--- src/hdl/cdmon_pkg.sv ---
package cdmon_pkg;
	// Master clock
	localparam longint CLK_HZ = 200000000;
	localparam int CLK_PERIOD_PS = 5000;

	// Crystal and derived clock rates, in Hz
	localparam longint XTAL_HZ = 16934400;
	localparam longint REF_HZ = 176400;
	localparam longint FS_HZ = 44100;
	localparam longint BITS_PER_FRAME = 64;
	localparam longint BCK_HZ = FS_HZ * BITS_PER_FRAME;
	localparam longint C4M_HZ = 4233600;
	localparam longint R8M_HZ = 8467200;
	localparam longint TWO_THIRDS_NUM = 2;
	localparam longint TWO_THIRDS_DEN = 3;
	localparam longint CRYSTAL_TWO_THIRDS_CLOCK_HZ = XTAL_HZ * TWO_THIRDS_NUM / TWO_THIRDS_DEN;

	// Crystal frame clock period and its half period in master cycles
	localparam int FRAME_PERIOD_NS = 136000;
	localparam int FRAME_HALF_CYCLES =
		FRAME_PERIOD_NS * 1000 / CLK_PERIOD_PS / 2;

	// Phase accumulator step for a square wave of the given frequency
	localparam int NCO_W = 32;
	function automatic logic [NCO_W-1:0] nco_inc(input longint hz);
		return NCO_W'((hz * 2 * 64'h0000_0001_0000_0000) / CLK_HZ);
	endfunction

	localparam logic [NCO_W-1:0] INC_REF = nco_inc(REF_HZ);
	localparam logic [NCO_W-1:0] INC_REF_HALF = nco_inc(REF_HZ / 2);
	localparam logic [NCO_W-1:0] INC_BCK = nco_inc(BCK_HZ);
	localparam logic [NCO_W-1:0] INC_C4M = nco_inc(C4M_HZ);
	localparam logic [NCO_W-1:0] INC_R8M = nco_inc(R8M_HZ);
	localparam logic [NCO_W-1:0] INC_CRYSTAL_TWO_THIRDS_CLOCK = nco_inc(CRYSTAL_TWO_THIRDS_CLOCK_HZ);

	// Jitter buffer margin in frames
	localparam int JIT_W = 8;
	localparam logic signed [JIT_W-1:0] JIT_MARGIN = 8'sh1c;

	// Monitor set codes, high bit then low bit
	localparam logic [1:0] SET_DEFAULT = 2'h0;
	localparam logic [1:0] SET_MONITOR = 2'h1;
	localparam logic [1:0] SET_XTAL = 2'h2;
	localparam logic [1:0] SET_CLOCKS = 2'h3;

	// Audio sample: left in high half, right in low half
	localparam int SAMPLE_W = 32;
	localparam int CHAN_W = 16;
	localparam int SHIFT_W = 64;
	localparam int BITCNT_W = 6;
	localparam int PITCH_W = 16;
	localparam logic [1:0] BUF_DEPTH = 2'h2;
endpackage

--- src/hdl/cdmon_nco_if.sv ---
`timescale 1ns/1ps
// Control and result of one square-wave generator
interface cdmon_nco_if;
	logic run;
	logic [cdmon_pkg::NCO_W-1:0] inc;
	logic lvl;
	modport gen (input run, input inc, output lvl);
	modport user (output run, output inc, input lvl);
endinterface

--- src/hdl/cdmon_monitor_pins.sv ---
`timescale 1ns/1ps
module cdmon_monitor_pins #(
	parameter int unsigned FRAME_HALF_CYCLES = cdmon_pkg::FRAME_HALF_CYCLES
) (
	// Clock and reset
	input wire logic clk_i,
	input wire logic rst_i,
	// Asynchronous pins
	input wire logic system_reset_n_i,
	input wire logic dram_addr_bit11_in_i,
	input wire logic audio_serial_in_i,
	input wire logic word_clock_in_i,
	input wire logic bit_clock_in_i,
	// Command bits
	input wire logic monitor_main_select_i,
	input wire logic servo_serial_select_i,
	input wire logic monitor_set_sel_hi_i,
	input wire logic monitor_set_sel_lo_i,
	input wire logic double_speed_i,
	input wire logic cavw_mode_i,
	input wire logic vari_pitch_i,
	input wire logic [cdmon_pkg::PITCH_W-1:0] pitch_offset_i,
	input wire logic wp_input_select_i,
	input wire logic ext_audio_select_i,
	input wire logic dram_addr_bit11_i,
	// Internal status from the processor core
	input wire logic mirror_detect_i,
	input wire logic track_count_pulse_i,
	input wire logic subcode_frame_sync_i,
	input wire logic c2_error_flag_i,
	input wire logic [3:0] internal_monitor_i,
	input wire logic sync_protect_active_i,
	input wire logic frame_sync_detect_i,
	input wire logic sync_expected_i,
	input wire logic [cdmon_pkg::JIT_W-1:0] jitter_frame_offset_i,
	input wire logic subq_received_i,
	input wire logic efm_bit_clock_i,
	input wire logic servo_serial_data_i,
	input wire logic servo_serial_clock_i,
	input wire logic servo_serial_latch_n_i,
	// Audio sample stream
	input wire logic [cdmon_pkg::SAMPLE_W-1:0] sample_i,
	input wire logic sample_valid_i,
	output logic sample_ready_o,
	// Monitor pins
	output logic pin_count_o,
	output logic pin_error_o,
	output logic pin_sync_good_o,
	output logic pin_raw_sync_o,
	output logic pin_pll_clock_o,
	output logic mirror_detect_o,
	// Clock outputs
	output logic ref_clock_176k_o,
	output logic clock_8m_out_o,
	// Audio serial interface
	output logic word_clock_out_o,
	output logic bit_clock_out_o,
	output logic audio_serial_out_o,
	// Address bit 11 pin
	output logic dram_addr_bit11_out_o,
	output logic dram_addr_bit11_oe_o,
	output logic dram_write_prohibit_o
);
	// Pin synchronisers: first stage is read only by the second
	logic [4:0] sy1_r;
	logic [4:0] sy2_r;
	always_ff @(posedge clk_i) begin
		if (rst_i) begin
			sy1_r <= 5'h00;
			sy2_r <= 5'h00;
		end else begin
			sy1_r <= {system_reset_n_i, dram_addr_bit11_in_i,
				audio_serial_in_i, word_clock_in_i, bit_clock_in_i};
			sy2_r <= sy1_r;
		end
	end
	logic sys_rst_n;
	assign sys_rst_n = sy2_r[4];

	// Clock generators
	cdmon_nco_if ref_if();
	cdmon_nco_if bck_if();
	cdmon_nco_if c4m_if();
	cdmon_nco_if r8m_if();
	cdmon_nco_if crystal_two_thirds_clock_if();
	logic signed [cdmon_pkg::NCO_W-1:0] pitch_ext;
	assign pitch_ext = cdmon_pkg::NCO_W'($signed(pitch_offset_i));
	assign ref_if.run = sys_rst_n;
	assign ref_if.inc = double_speed_i ? cdmon_pkg::INC_REF_HALF
		: cdmon_pkg::INC_REF;
	assign bck_if.run = 1'b1;
	assign bck_if.inc = cdmon_pkg::INC_BCK;
	assign c4m_if.run = 1'b1;
	// Rate follows the disc in wide-range or pitch mode
	assign c4m_if.inc = (cavw_mode_i || vari_pitch_i)
		? cdmon_pkg::INC_C4M + pitch_ext
		: cdmon_pkg::INC_C4M;
	assign r8m_if.run = 1'b1;
	assign r8m_if.inc = cdmon_pkg::INC_R8M;
	assign crystal_two_thirds_clock_if.run = 1'b1;
	assign crystal_two_thirds_clock_if.inc = cdmon_pkg::INC_CRYSTAL_TWO_THIRDS_CLOCK;

	cdmon_nco u_ref (.clk_i(clk_i), .rst_i(rst_i), .nco(ref_if));
	cdmon_nco u_bck (.clk_i(clk_i), .rst_i(rst_i), .nco(bck_if));
	cdmon_nco u_c4m (.clk_i(clk_i), .rst_i(rst_i), .nco(c4m_if));
	cdmon_nco u_r8m (.clk_i(clk_i), .rst_i(rst_i), .nco(r8m_if));
	cdmon_nco u_crystal_two_thirds_clock (.clk_i(clk_i), .rst_i(rst_i), .nco(crystal_two_thirds_clock_if));

	// Crystal frame clock: fixed half-period counter, blind to disc speed
	logic [15:0] frm_cnt_r;
	logic [15:0] frm_cnt_nxt;
	logic frm_clk_r;
	logic frm_clk_nxt;
	always_comb begin
		frm_cnt_nxt = frm_cnt_r + 16'h0001;
		frm_clk_nxt = frm_clk_r;
		if (frm_cnt_r == 16'(FRAME_HALF_CYCLES - 1)) begin
			frm_cnt_nxt = 16'h0000;
			frm_clk_nxt = ~frm_clk_r;
		end
	end

	// Sync status flags
	logic raw_sync_n_r;
	logic raw_sync_n_nxt;
	logic sync_good_r;
	logic sync_good_nxt;
	logic win_rel_r;
	logic win_rel_nxt;
	logic jit_ovf_n_r;
	logic jit_ovf_n_nxt;
	logic pll_clk_n_r;
	logic pll_clk_n_nxt;
	logic signed [cdmon_pkg::JIT_W-1:0] jit;
	always_comb begin
		jit = $signed(jitter_frame_offset_i);
		raw_sync_n_nxt = ~frame_sync_detect_i;
		sync_good_nxt = sync_good_r;
		if (frame_sync_detect_i) begin
			sync_good_nxt = sync_expected_i;
		end
		win_rel_nxt = ~sync_protect_active_i;
		jit_ovf_n_nxt = ~((jit > cdmon_pkg::JIT_MARGIN)
			|| (jit < -cdmon_pkg::JIT_MARGIN));
		// Falling edge of this copy sits on the EFM transition
		pll_clk_n_nxt = ~efm_bit_clock_i;
	end

	// Latched selection; pins switch one edge later from registers
	logic [3:0] sel_r;
	logic [3:0] sel_nxt;
	assign sel_nxt = {monitor_main_select_i, servo_serial_select_i,
		monitor_set_sel_hi_i, monitor_set_sel_lo_i};

	// Monitor pin set, chosen from the latched selection
	logic [4:0] mon_nxt;
	always_comb begin
		mon_nxt = {track_count_pulse_i, c2_error_flag_i, sync_good_r,
			raw_sync_n_r, pll_clk_n_r};
		if (sel_r[3]) begin
			mon_nxt = {subcode_frame_sync_i, c2_error_flag_i, sync_good_r,
				subq_received_i, win_rel_r};
		end else if (sel_r[2]) begin
			mon_nxt = {track_count_pulse_i, c2_error_flag_i,
				servo_serial_latch_n_i, servo_serial_data_i,
				servo_serial_clock_i};
		end else begin
			case (sel_r[1:0])
			cdmon_pkg::SET_DEFAULT: begin
				mon_nxt = {track_count_pulse_i, c2_error_flag_i,
					sync_good_r, raw_sync_n_r, pll_clk_n_r};
			end
			cdmon_pkg::SET_MONITOR: begin
				mon_nxt = {track_count_pulse_i, internal_monitor_i[3],
					internal_monitor_i[2], internal_monitor_i[0],
					internal_monitor_i[1]};
			end
			cdmon_pkg::SET_XTAL: begin
				mon_nxt = {track_count_pulse_i, win_rel_r, jit_ovf_n_r,
					frm_clk_r, pll_clk_n_r};
			end
			cdmon_pkg::SET_CLOCKS: begin
				mon_nxt = {track_count_pulse_i, c2_error_flag_i,
					sync_good_r, c4m_if.lvl, crystal_two_thirds_clock_if.lvl};
			end
			default: begin
				mon_nxt = {track_count_pulse_i, c2_error_flag_i,
					sync_good_r, raw_sync_n_r, pll_clk_n_r};
			end
			endcase
		end
	end

	// Two-entry sample buffer so a late serializer loses no word
	logic [cdmon_pkg::SAMPLE_W-1:0] buf_r [2];
	logic [cdmon_pkg::SAMPLE_W-1:0] buf_nxt [2];
	logic [1:0] cnt_r;
	logic [1:0] cnt_nxt;
	logic rd_r;
	logic rd_nxt;
	logic wr_r;
	logic wr_nxt;
	logic rdy_r;
	logic rdy_nxt;
	logic push;
	logic pop;

	// Serializer state
	logic [cdmon_pkg::SHIFT_W-1:0] sh_r;
	logic [cdmon_pkg::SHIFT_W-1:0] sh_nxt;
	logic [cdmon_pkg::BITCNT_W-1:0] bit_r;
	logic [cdmon_pkg::BITCNT_W-1:0] bit_nxt;
	logic bck_d_r;
	logic bck_fall;
	logic [cdmon_pkg::SAMPLE_W-1:0] head;

	assign bck_fall = bck_d_r && !bck_if.lvl;
	assign head = buf_r[rd_r];
	assign push = sample_valid_i && rdy_r;
	// A word is drawn at the start of each stereo frame while the buffer holds one
	assign pop = bck_fall && (bit_r == '0) && (cnt_r != 2'h0);

	always_comb begin
		buf_nxt = buf_r;
		wr_nxt = wr_r;
		rd_nxt = rd_r;
		if (push) begin
			buf_nxt[wr_r] = sample_i;
			wr_nxt = ~wr_r;
		end
		if (pop) begin
			rd_nxt = ~rd_r;
		end
		cnt_nxt = cnt_r + {1'b0, push} - {1'b0, pop};
		// Back-pressure reaches the source when both entries hold
		rdy_nxt = (cnt_nxt != cdmon_pkg::BUF_DEPTH);
	end

	// Shift out MSB first; each channel 16 data bits then zero pad
	always_comb begin
		sh_nxt = sh_r;
		bit_nxt = bit_r;
		if (bck_fall) begin
			bit_nxt = bit_r + 6'h01;
			if (bit_r == '0) begin
				sh_nxt = '0;
				if (cnt_r != 2'h0) begin
					sh_nxt = {head[cdmon_pkg::SAMPLE_W-1 -: cdmon_pkg::CHAN_W],
						16'h0000, head[cdmon_pkg::CHAN_W-1:0],
						16'h0000};
				end
			end else begin
				sh_nxt = {sh_r[cdmon_pkg::SHIFT_W-2:0], 1'b0};
			end
		end
	end

	// Output selection for the audio interface
	logic wck_nxt;
	logic bck_nxt;
	logic sdo_nxt;
	always_comb begin
		// Word clock: high for left half, one period per stereo frame
		wck_nxt = ~bit_r[cdmon_pkg::BITCNT_W-1];
		bck_nxt = bck_if.lvl;
		sdo_nxt = sh_r[cdmon_pkg::SHIFT_W-1];
		if (ext_audio_select_i) begin
			// External source already in the same bit order
			wck_nxt = sy2_r[1];
			bck_nxt = sy2_r[0];
			sdo_nxt = sy2_r[2];
		end
	end

	// Registers for the frame clock, sync flag, selection, buffer and serializer groups
	always_ff @(posedge clk_i) begin
		if (rst_i) begin
			frm_cnt_r <= 16'h0000;
			frm_clk_r <= 1'b0;
			raw_sync_n_r <= 1'b1;
			sync_good_r <= 1'b0;
			win_rel_r <= 1'b0;
			jit_ovf_n_r <= 1'b1;
			pll_clk_n_r <= 1'b1;
			sel_r <= 4'h0;
			buf_r[0] <= '0;
			buf_r[1] <= '0;
			cnt_r <= 2'h0;
			rd_r <= 1'b0;
			wr_r <= 1'b0;
			rdy_r <= 1'b0;
			sh_r <= '0;
			bit_r <= '0;
			bck_d_r <= 1'b0;
		end else begin
			frm_cnt_r <= frm_cnt_nxt;
			frm_clk_r <= frm_clk_nxt;
			raw_sync_n_r <= raw_sync_n_nxt;
			sync_good_r <= sync_good_nxt;
			win_rel_r <= win_rel_nxt;
			jit_ovf_n_r <= jit_ovf_n_nxt;
			pll_clk_n_r <= pll_clk_n_nxt;
			sel_r <= sel_nxt;
			buf_r <= buf_nxt;
			cnt_r <= cnt_nxt;
			rd_r <= rd_nxt;
			wr_r <= wr_nxt;
			rdy_r <= rdy_nxt;
			sh_r <= sh_nxt;
			bit_r <= bit_nxt;
			bck_d_r <= bck_if.lvl;
		end
	end

	// Output registers: every pin comes straight from a flip-flop
	always_ff @(posedge clk_i) begin
		if (rst_i) begin
			{pin_count_o, pin_error_o, pin_sync_good_o} <= 3'h0;
			pin_raw_sync_o <= 1'b1;
			pin_pll_clock_o <= 1'b1;
			mirror_detect_o <= 1'b0;
			ref_clock_176k_o <= 1'b0;
			clock_8m_out_o <= 1'b0;
			word_clock_out_o <= 1'b0;
			bit_clock_out_o <= 1'b0;
			audio_serial_out_o <= 1'b0;
			dram_addr_bit11_out_o <= 1'b0;
			dram_addr_bit11_oe_o <= 1'b1;
			dram_write_prohibit_o <= 1'b0;
		end else begin
			{pin_count_o, pin_error_o, pin_sync_good_o, pin_raw_sync_o,
				pin_pll_clock_o} <= mon_nxt;
			mirror_detect_o <= mirror_detect_i;
			ref_clock_176k_o <= ref_if.lvl && sys_rst_n;
			clock_8m_out_o <= r8m_if.lvl;
			word_clock_out_o <= wck_nxt;
			bit_clock_out_o <= bck_nxt;
			audio_serial_out_o <= sdo_nxt;
			dram_addr_bit11_out_o <= dram_addr_bit11_i;
			// Pin turns to input; the far end drives write-prohibit
			dram_addr_bit11_oe_o <= ~wp_input_select_i;
			dram_write_prohibit_o <= wp_input_select_i && sy2_r[3];
		end
	end

	assign sample_ready_o = rdy_r;
endmodule

--- src/hdl/cdmon_nco.sv ---
`timescale 1ns/1ps
// Phase accumulator; the output toggles on each carry, so the
// average rate is exact while single periods jitter by one cycle
module cdmon_nco (
	// Clock and reset
	input wire logic clk_i,
	input wire logic rst_i,
	// Generator port
	cdmon_nco_if.gen nco
);
	logic [cdmon_pkg::NCO_W-1:0] acc_r;
	logic [cdmon_pkg::NCO_W-1:0] acc_nxt;
	logic lvl_r;
	logic lvl_nxt;
	logic [cdmon_pkg::NCO_W:0] sum;

	// Next phase; a stopped generator rests low
	always_comb begin
		sum = {1'b0, acc_r} + {1'b0, nco.inc};
		acc_nxt = sum[cdmon_pkg::NCO_W-1:0];
		lvl_nxt = lvl_r ^ sum[cdmon_pkg::NCO_W];
		if (!nco.run) begin
			acc_nxt = '0;
			lvl_nxt = 1'b0;
		end
	end

	always_ff @(posedge clk_i) begin
		if (rst_i) begin
			acc_r <= '0;
			lvl_r <= 1'b0;
		end else begin
			acc_r <= acc_nxt;
			lvl_r <= lvl_nxt;
		end
	end

	assign nco.lvl = lvl_r;
endmodule

--- config.mk ---
export PLATFORM = sky130hd
export DESIGN_NAME = cdmon_monitor_pins
export DESIGN_NICKNAME = d
export VERILOG_FILES = /design/src/hdl/cdmon_pkg.sv /design/src/hdl/cdmon_nco_if.sv /design/src/hdl/cdmon_monitor_pins.sv /design/src/hdl/cdmon_nco.sv
export SDC_FILE = /design/constraint.sdc
export NUM_CORES = 1
export LEC_CHECK = 0
export BUFFER_PORTS_ARGS = -buffer_cell sky130_fd_sc_hd__buf_2
export CORE_MARGIN = 2
export CORE_UTILIZATION = 40
export CTS_BUF_LIST = sky130_fd_sc_hd__clkbuf_8 sky130_fd_sc_hd__clkbuf_16
export DETAILED_ROUTE_END_ITERATION = 6
export PLACE_DENSITY = 0.65
export REMOVE_ABC_BUFFERS = 1
export SETUP_SLACK_MARGIN = 0.15
export SLEW_MARGIN = 25
export SYNTH_ARGS = -nofsm -noshare
export SYNTH_HDL_FRONTEND = slang
export SYNTH_SLANG_ARGS = --single-unit
--- constraint.sdc ---
create_clock -name clk_i -period 3.22 [get_ports clk_i]
set_input_delay 0.161 -clock clk_i [delete_from_list [all_inputs] [get_ports clk_i]]
set_output_delay 0.161 -clock clk_i [all_outputs]
set_load 0.1 [all_outputs]
==> results.md <==
Run status:
- The flow ran to the end, and the final reports show no timing, DRC or antenna violations.

Layout:
- Of the cells placed in the final design, the portion with a size suffix greater than 1 is 13.5%.
- In the final design database the tool counted 2094 nets.
- The number of antenna diodes in the final layout is 0.
- Once layout is complete, the cells apart from fillers number 2457.
- From synthesis to final layout, the design area changed by 20.3%.

Clock tree:
- The insertion delay to the later sink of the worst-skew pair is 0.53 ns.
- The number of clock buffers added by TritonCTS is 37.
- The number of clock sinks is 336.
- The clock tree from TritonCTS is yes.
- The clock root buffer is sky130_fd_sc_hd__clkbuf_16.
- Buffers added to address setup during post-CTS repair amount to 0.
- The worst-case clock buffer depth is 3.
- The CTS H-tree depth is 2.
- After clock tree synthesis, the clock-pin slew on the worst setup and hold paths is 0.06 ns.

Die:
- For this configuration, the core starts out at a cell density of 40.7%.
- The vertical extent of the die is 197 µm.
- The area inside the core boundary is 0.0367 mm².
- The area of the die is 0.0389 mm².
- Measured along the x axis, the die boundary spans 197 µm.
- The placement row count is 70.
- The number of top-level pins is 105.

Timing:
- After layout, the worst path uses 87.7% of the clock period.
- In this run the tightest slew margin relative to its limit is 36.5%.
- The number of hold violations in the final report is 0.
- Setup slack closes at 0.395 ns.
- Hold timing on the final database bottoms out at a slack of 0.0370 ns.
- The slew of the pin with the lowest slew margin is 0.953 ns.
- Derived from the worst setup path, the maximum achievable clock frequency is 354 MHz.
- The final setup TNS is 0 ns.
- The number of setup violations in the final report is 0.
- The count of final max-slew check failures came to 0.
- The clock period minus final worst setup slack is 2.83 ns.
- On the final layout, the worst clock skew is 0.0266 ns.
- Setup repair after global routing left no endpoint under its margin.

Placement:
- Prior to clock tree synthesis, the placed netlist has a worst setup slack of -0.212 ns.
- Input and output buffers added on the ports amount to 104.
- The count of placed standard cells including taps is 2332.
- The post-detailed-placement half-perimeter wirelength is 21.1 mm.
- Routability-driven placement finished with a final weighted congestion of 0.871.

Worst setup path:
- The minimum setup slack among reg-to-reg paths is 0.62 ns.
- For the worst flop-to-flop path, the logic depth is 9.
- The cell family contributing the most delay on the critical path is compound AO/OA/AOI/OAI gates.
- In this run the worst path has a maximum fanout of 4.
- The largest single stage delay on the critical path is 0.34 ns.
- The launch instance of the worst register-to-register path is u_c4m.acc_r[0].
- STA classifies the critical path startpoint as a primary input.
- The type of the worst setup path is in -> reg.
- The worst setup path is captured at a flip-flop.
- The critical-path cell with the highest stage delay is sky130_fd_sc_hd__mux2_2.
- The endpoint identified for the worst register-to-register timing path is u_c4m.acc_r[30].
- Traced cell by cell, the critical path runs through buf_2, inv_1, ha_1, nand2b_1, a211oi_2, nor2b_1, buf_4, nand2_1, xor2_1, nor2_1, ha_1, o211ai_1, o21ai_0, o211ai_1, a21oi_1, o2111ai_2, a21oi_1, mux2_2.
- STA puts the critical path data required time at 3.61 ns.
- The number of buffer and inverter stages on the critical path is 3.
- For the worst setup path, the data arrival time is 3.22 ns.

Pwr:
- The leakage power summed over all cells is 7.12 nW.
- The peak supply drop is 0.000436 V.
- For this design the ratio of total power to cell area is 643 mW/mm².

Global routing:
- The number of antenna violations at the first check in global routing is 1.
- The overall track demand over capacity in global routing is 16.8%.
- For this run, global-route usage on met3 was measured as 3.09%.
- For this run, global-route usage on met2 was measured as 28.8%.
- For this run, global-route usage on met1 was measured as 21.3%.
- The total congestion overflow is 0.
- The most utilized layer in the global route result is met2.
- The via count of the first global-routing pass is 12200.
- Entering global routing, the biggest net connects 149 pins.
- The first-pass GRT wire length is 55.3 mm.

Logic synthesis:
- The number of synthesized register bits is 336.
- The share of synthesized registers carrying an async set or reset is 0%.
- The synthesized area per cell is 8.31 µm².
- Counting every instance in the synthesized netlist gives 1797.
- The Yosys step of the flow raised 0 warnings.
- The number of flops mapped to enable cells by yosys is 0.
- Yosys mapped the design onto 60 distinct sky130hd cell types.
- The sequential fraction of the synthesis area is 45.0%.
- The mapped cell area is 0.0149 mm².
- Among all flip-flop cells after synthesis, the most frequent one is sky130_fd_sc_hd__dfxtp_1.

Detailed routing:
- The number of remaining DRC errors is 0.
- The total wirelength of the detailed-routed design is 33.2 mm.
- The number of antenna-violating nets in the routed design is 0.
- Summing over every cut layer, the via total after detailed routing is 12600.
- The iteration-0 DRC count of the detailed router is 594.
- Before antenna repair, the detailed router went through 5 iterations.
- In the final routed layout, each cell accounts on average for 13.5 µm.
- Dividing the detail-routed via count by the number of cells gives 5.14.

Worst hold path:
- The number of cells traversed by the worst hold path is 4.
- For hold timing, the worst endpoint is wr_r.
- The launch point of the worst hold path is sample_valid_i.
- The path class of the lowest-slack min-delay path is in -> reg.

Run:
- Across the run, the number of max-cap violations was 0.
[per-stage QoR]
| stage | util [%] | cell area (µm²) | power, mW |
|---|---|---|---|
| after global routing | 49.0 | 18000 | 12.2 |
| final | 49.0 | 18000 | 11.6 |
| after CTS | 48.9 | 17900 | 11.6 |
| after global placement | 44.0 | 16100 | 7.38 |
| after floorplan | - | 14600 | 6.68 |
| after detailed placement | 44.0 | 16100 | 7.44 |
[flip-flops by register name, summed over array words and instances (netlist names), 16 cells and up]
name	cells
buf_r	64
frm_cnt_r	16
sh_r	48
u_bck.acc_r	30
u_c4m.acc_r	32
u_crystal_two_thirds_clock.acc_r	32
u_r8m.acc_r	31
u_ref.acc_r	32
[final cells by class]
| cell class | instances | area (µm²) |
|---|---|---|
| inverter | 33 | 124 |
| tap | 468 | 586 |
| clock buffer | 47 | 1070 |
| clock inverter | 15 | 106 |
| sequential | 336 | 6730 |
| timing repair buffer | 215 | 1550 |
| multi-input combinational | 1343 | 7820 |
| fill | 3483 | 18700 |
[worst min-delay path, stage by stage]
cell and delay [ns]:
sky130_fd_sc_hd__buf_2 0.10, sky130_fd_sc_hd__nand2_1 0.11, sky130_fd_sc_hd__nand2_1 0.09, sky130_fd_sc_hd__a21oi_1 0.05
[metal layers]
layer | up-vias | routed length (µm)
met5 | - | 12
met4 | 2 | 742
met3 | 62 | 1460
met2 | 219 | 15300
met1 | 5866 | 15700
li1 | 6476 | -
[cells in the final DEF (no fill, tap or decap), drive strengths merged, types with 8 or more instances in the layout]
cell type	count
o21ai	47
dlygate4sd3	63
nor3	30
mux2i	8
dfxtp	336
nor4	8
xnor2	67
o31ai	8
nand2b	19
a211oi	8
or2	8
a31oi	45
nand4	21
a21o	20
nand2	302
clkbuf	48
xor2	77
nand3	83
ha	36
o211ai	10
buf	151
a21oi	156
nor2b	37
nor2	212
inv	39
or3	21
mux2	35
and3	13
[what timing repair did]
item                                   CTS  global route
hold buffers                            63             0
setup endpoints to repair                0             5
gates resized for setup                  0             6
endpoints found under the hold margin   91             0
[cell usage after synthesis, drive strengths merged, types with 35 or more instances]
| master | count | area (µm²) |
|---|---|---|
| nor2 | 212 | 796 |
| ha | 36 | 450 |
| clkbuf | 79 | 297 |
| nand2 | 302 | 1130 |
| xnor2 | 67 | 587 |
| a31oi | 45 | 288 |
| nand3 | 83 | 415 |
| nor2b | 37 | 231 |
| dfxtp | 336 | 6730 |
| mux2 | 35 | 394 |
| o21ai | 47 | 235 |
| xor2 | 77 | 674 |
| a21oi | 156 | 781 |
[worst max-delay path by stage]
stage / cells past startpoint / startpoint / slack, ns / endpoint
2_1_floorplan: 10 / u_bck.nco.lvl / -1.39 / sample_ready_o
3_3_place_gp: 18 / pitch_offset_i[0] / -0.09 / u_c4m.acc_r[24]
3_5_place_dp: 18 / pitch_offset_i[0] / -0.21 / u_c4m.acc_r[24]
4_1_cts: 18 / pitch_offset_i[0] / 0.31 / u_c4m.acc_r[24]
5_1_grt: 18 / pitch_offset_i[0] / 0.16 / u_c4m.acc_r[24]
6_report: 18 / pitch_offset_i[0] / 0.39 / u_c4m.acc_r[30]
[where the power goes]
| part | internal, mW | leakage (nW) | switching, mW |
|---|---|---|---|
| sequential | 4.59 | 2.75 | 0.416 |
| combinational | 1.16 | 3.76 | 1.29 |
| clock | 2.42 | 0.610 | 1.68 |
[cells by family (layout without fill, tap and decap cells)]
group                    after synthesis  after routing  synth area share [%]
adder cells (fa/ha/maj)               38             38                  3.28
flip-flops                           336            336                  45.0
XOR/XNOR                             144            144                  8.44
AND/OR/NAND/NOR                      771            771                  23.0
buffers and inverters                118            310                  2.96
multiplexers                          44             44                  3.32
AO/OA/AOI/OAI                        346            346                  14.0
Power figures use the tool's default switching activity.
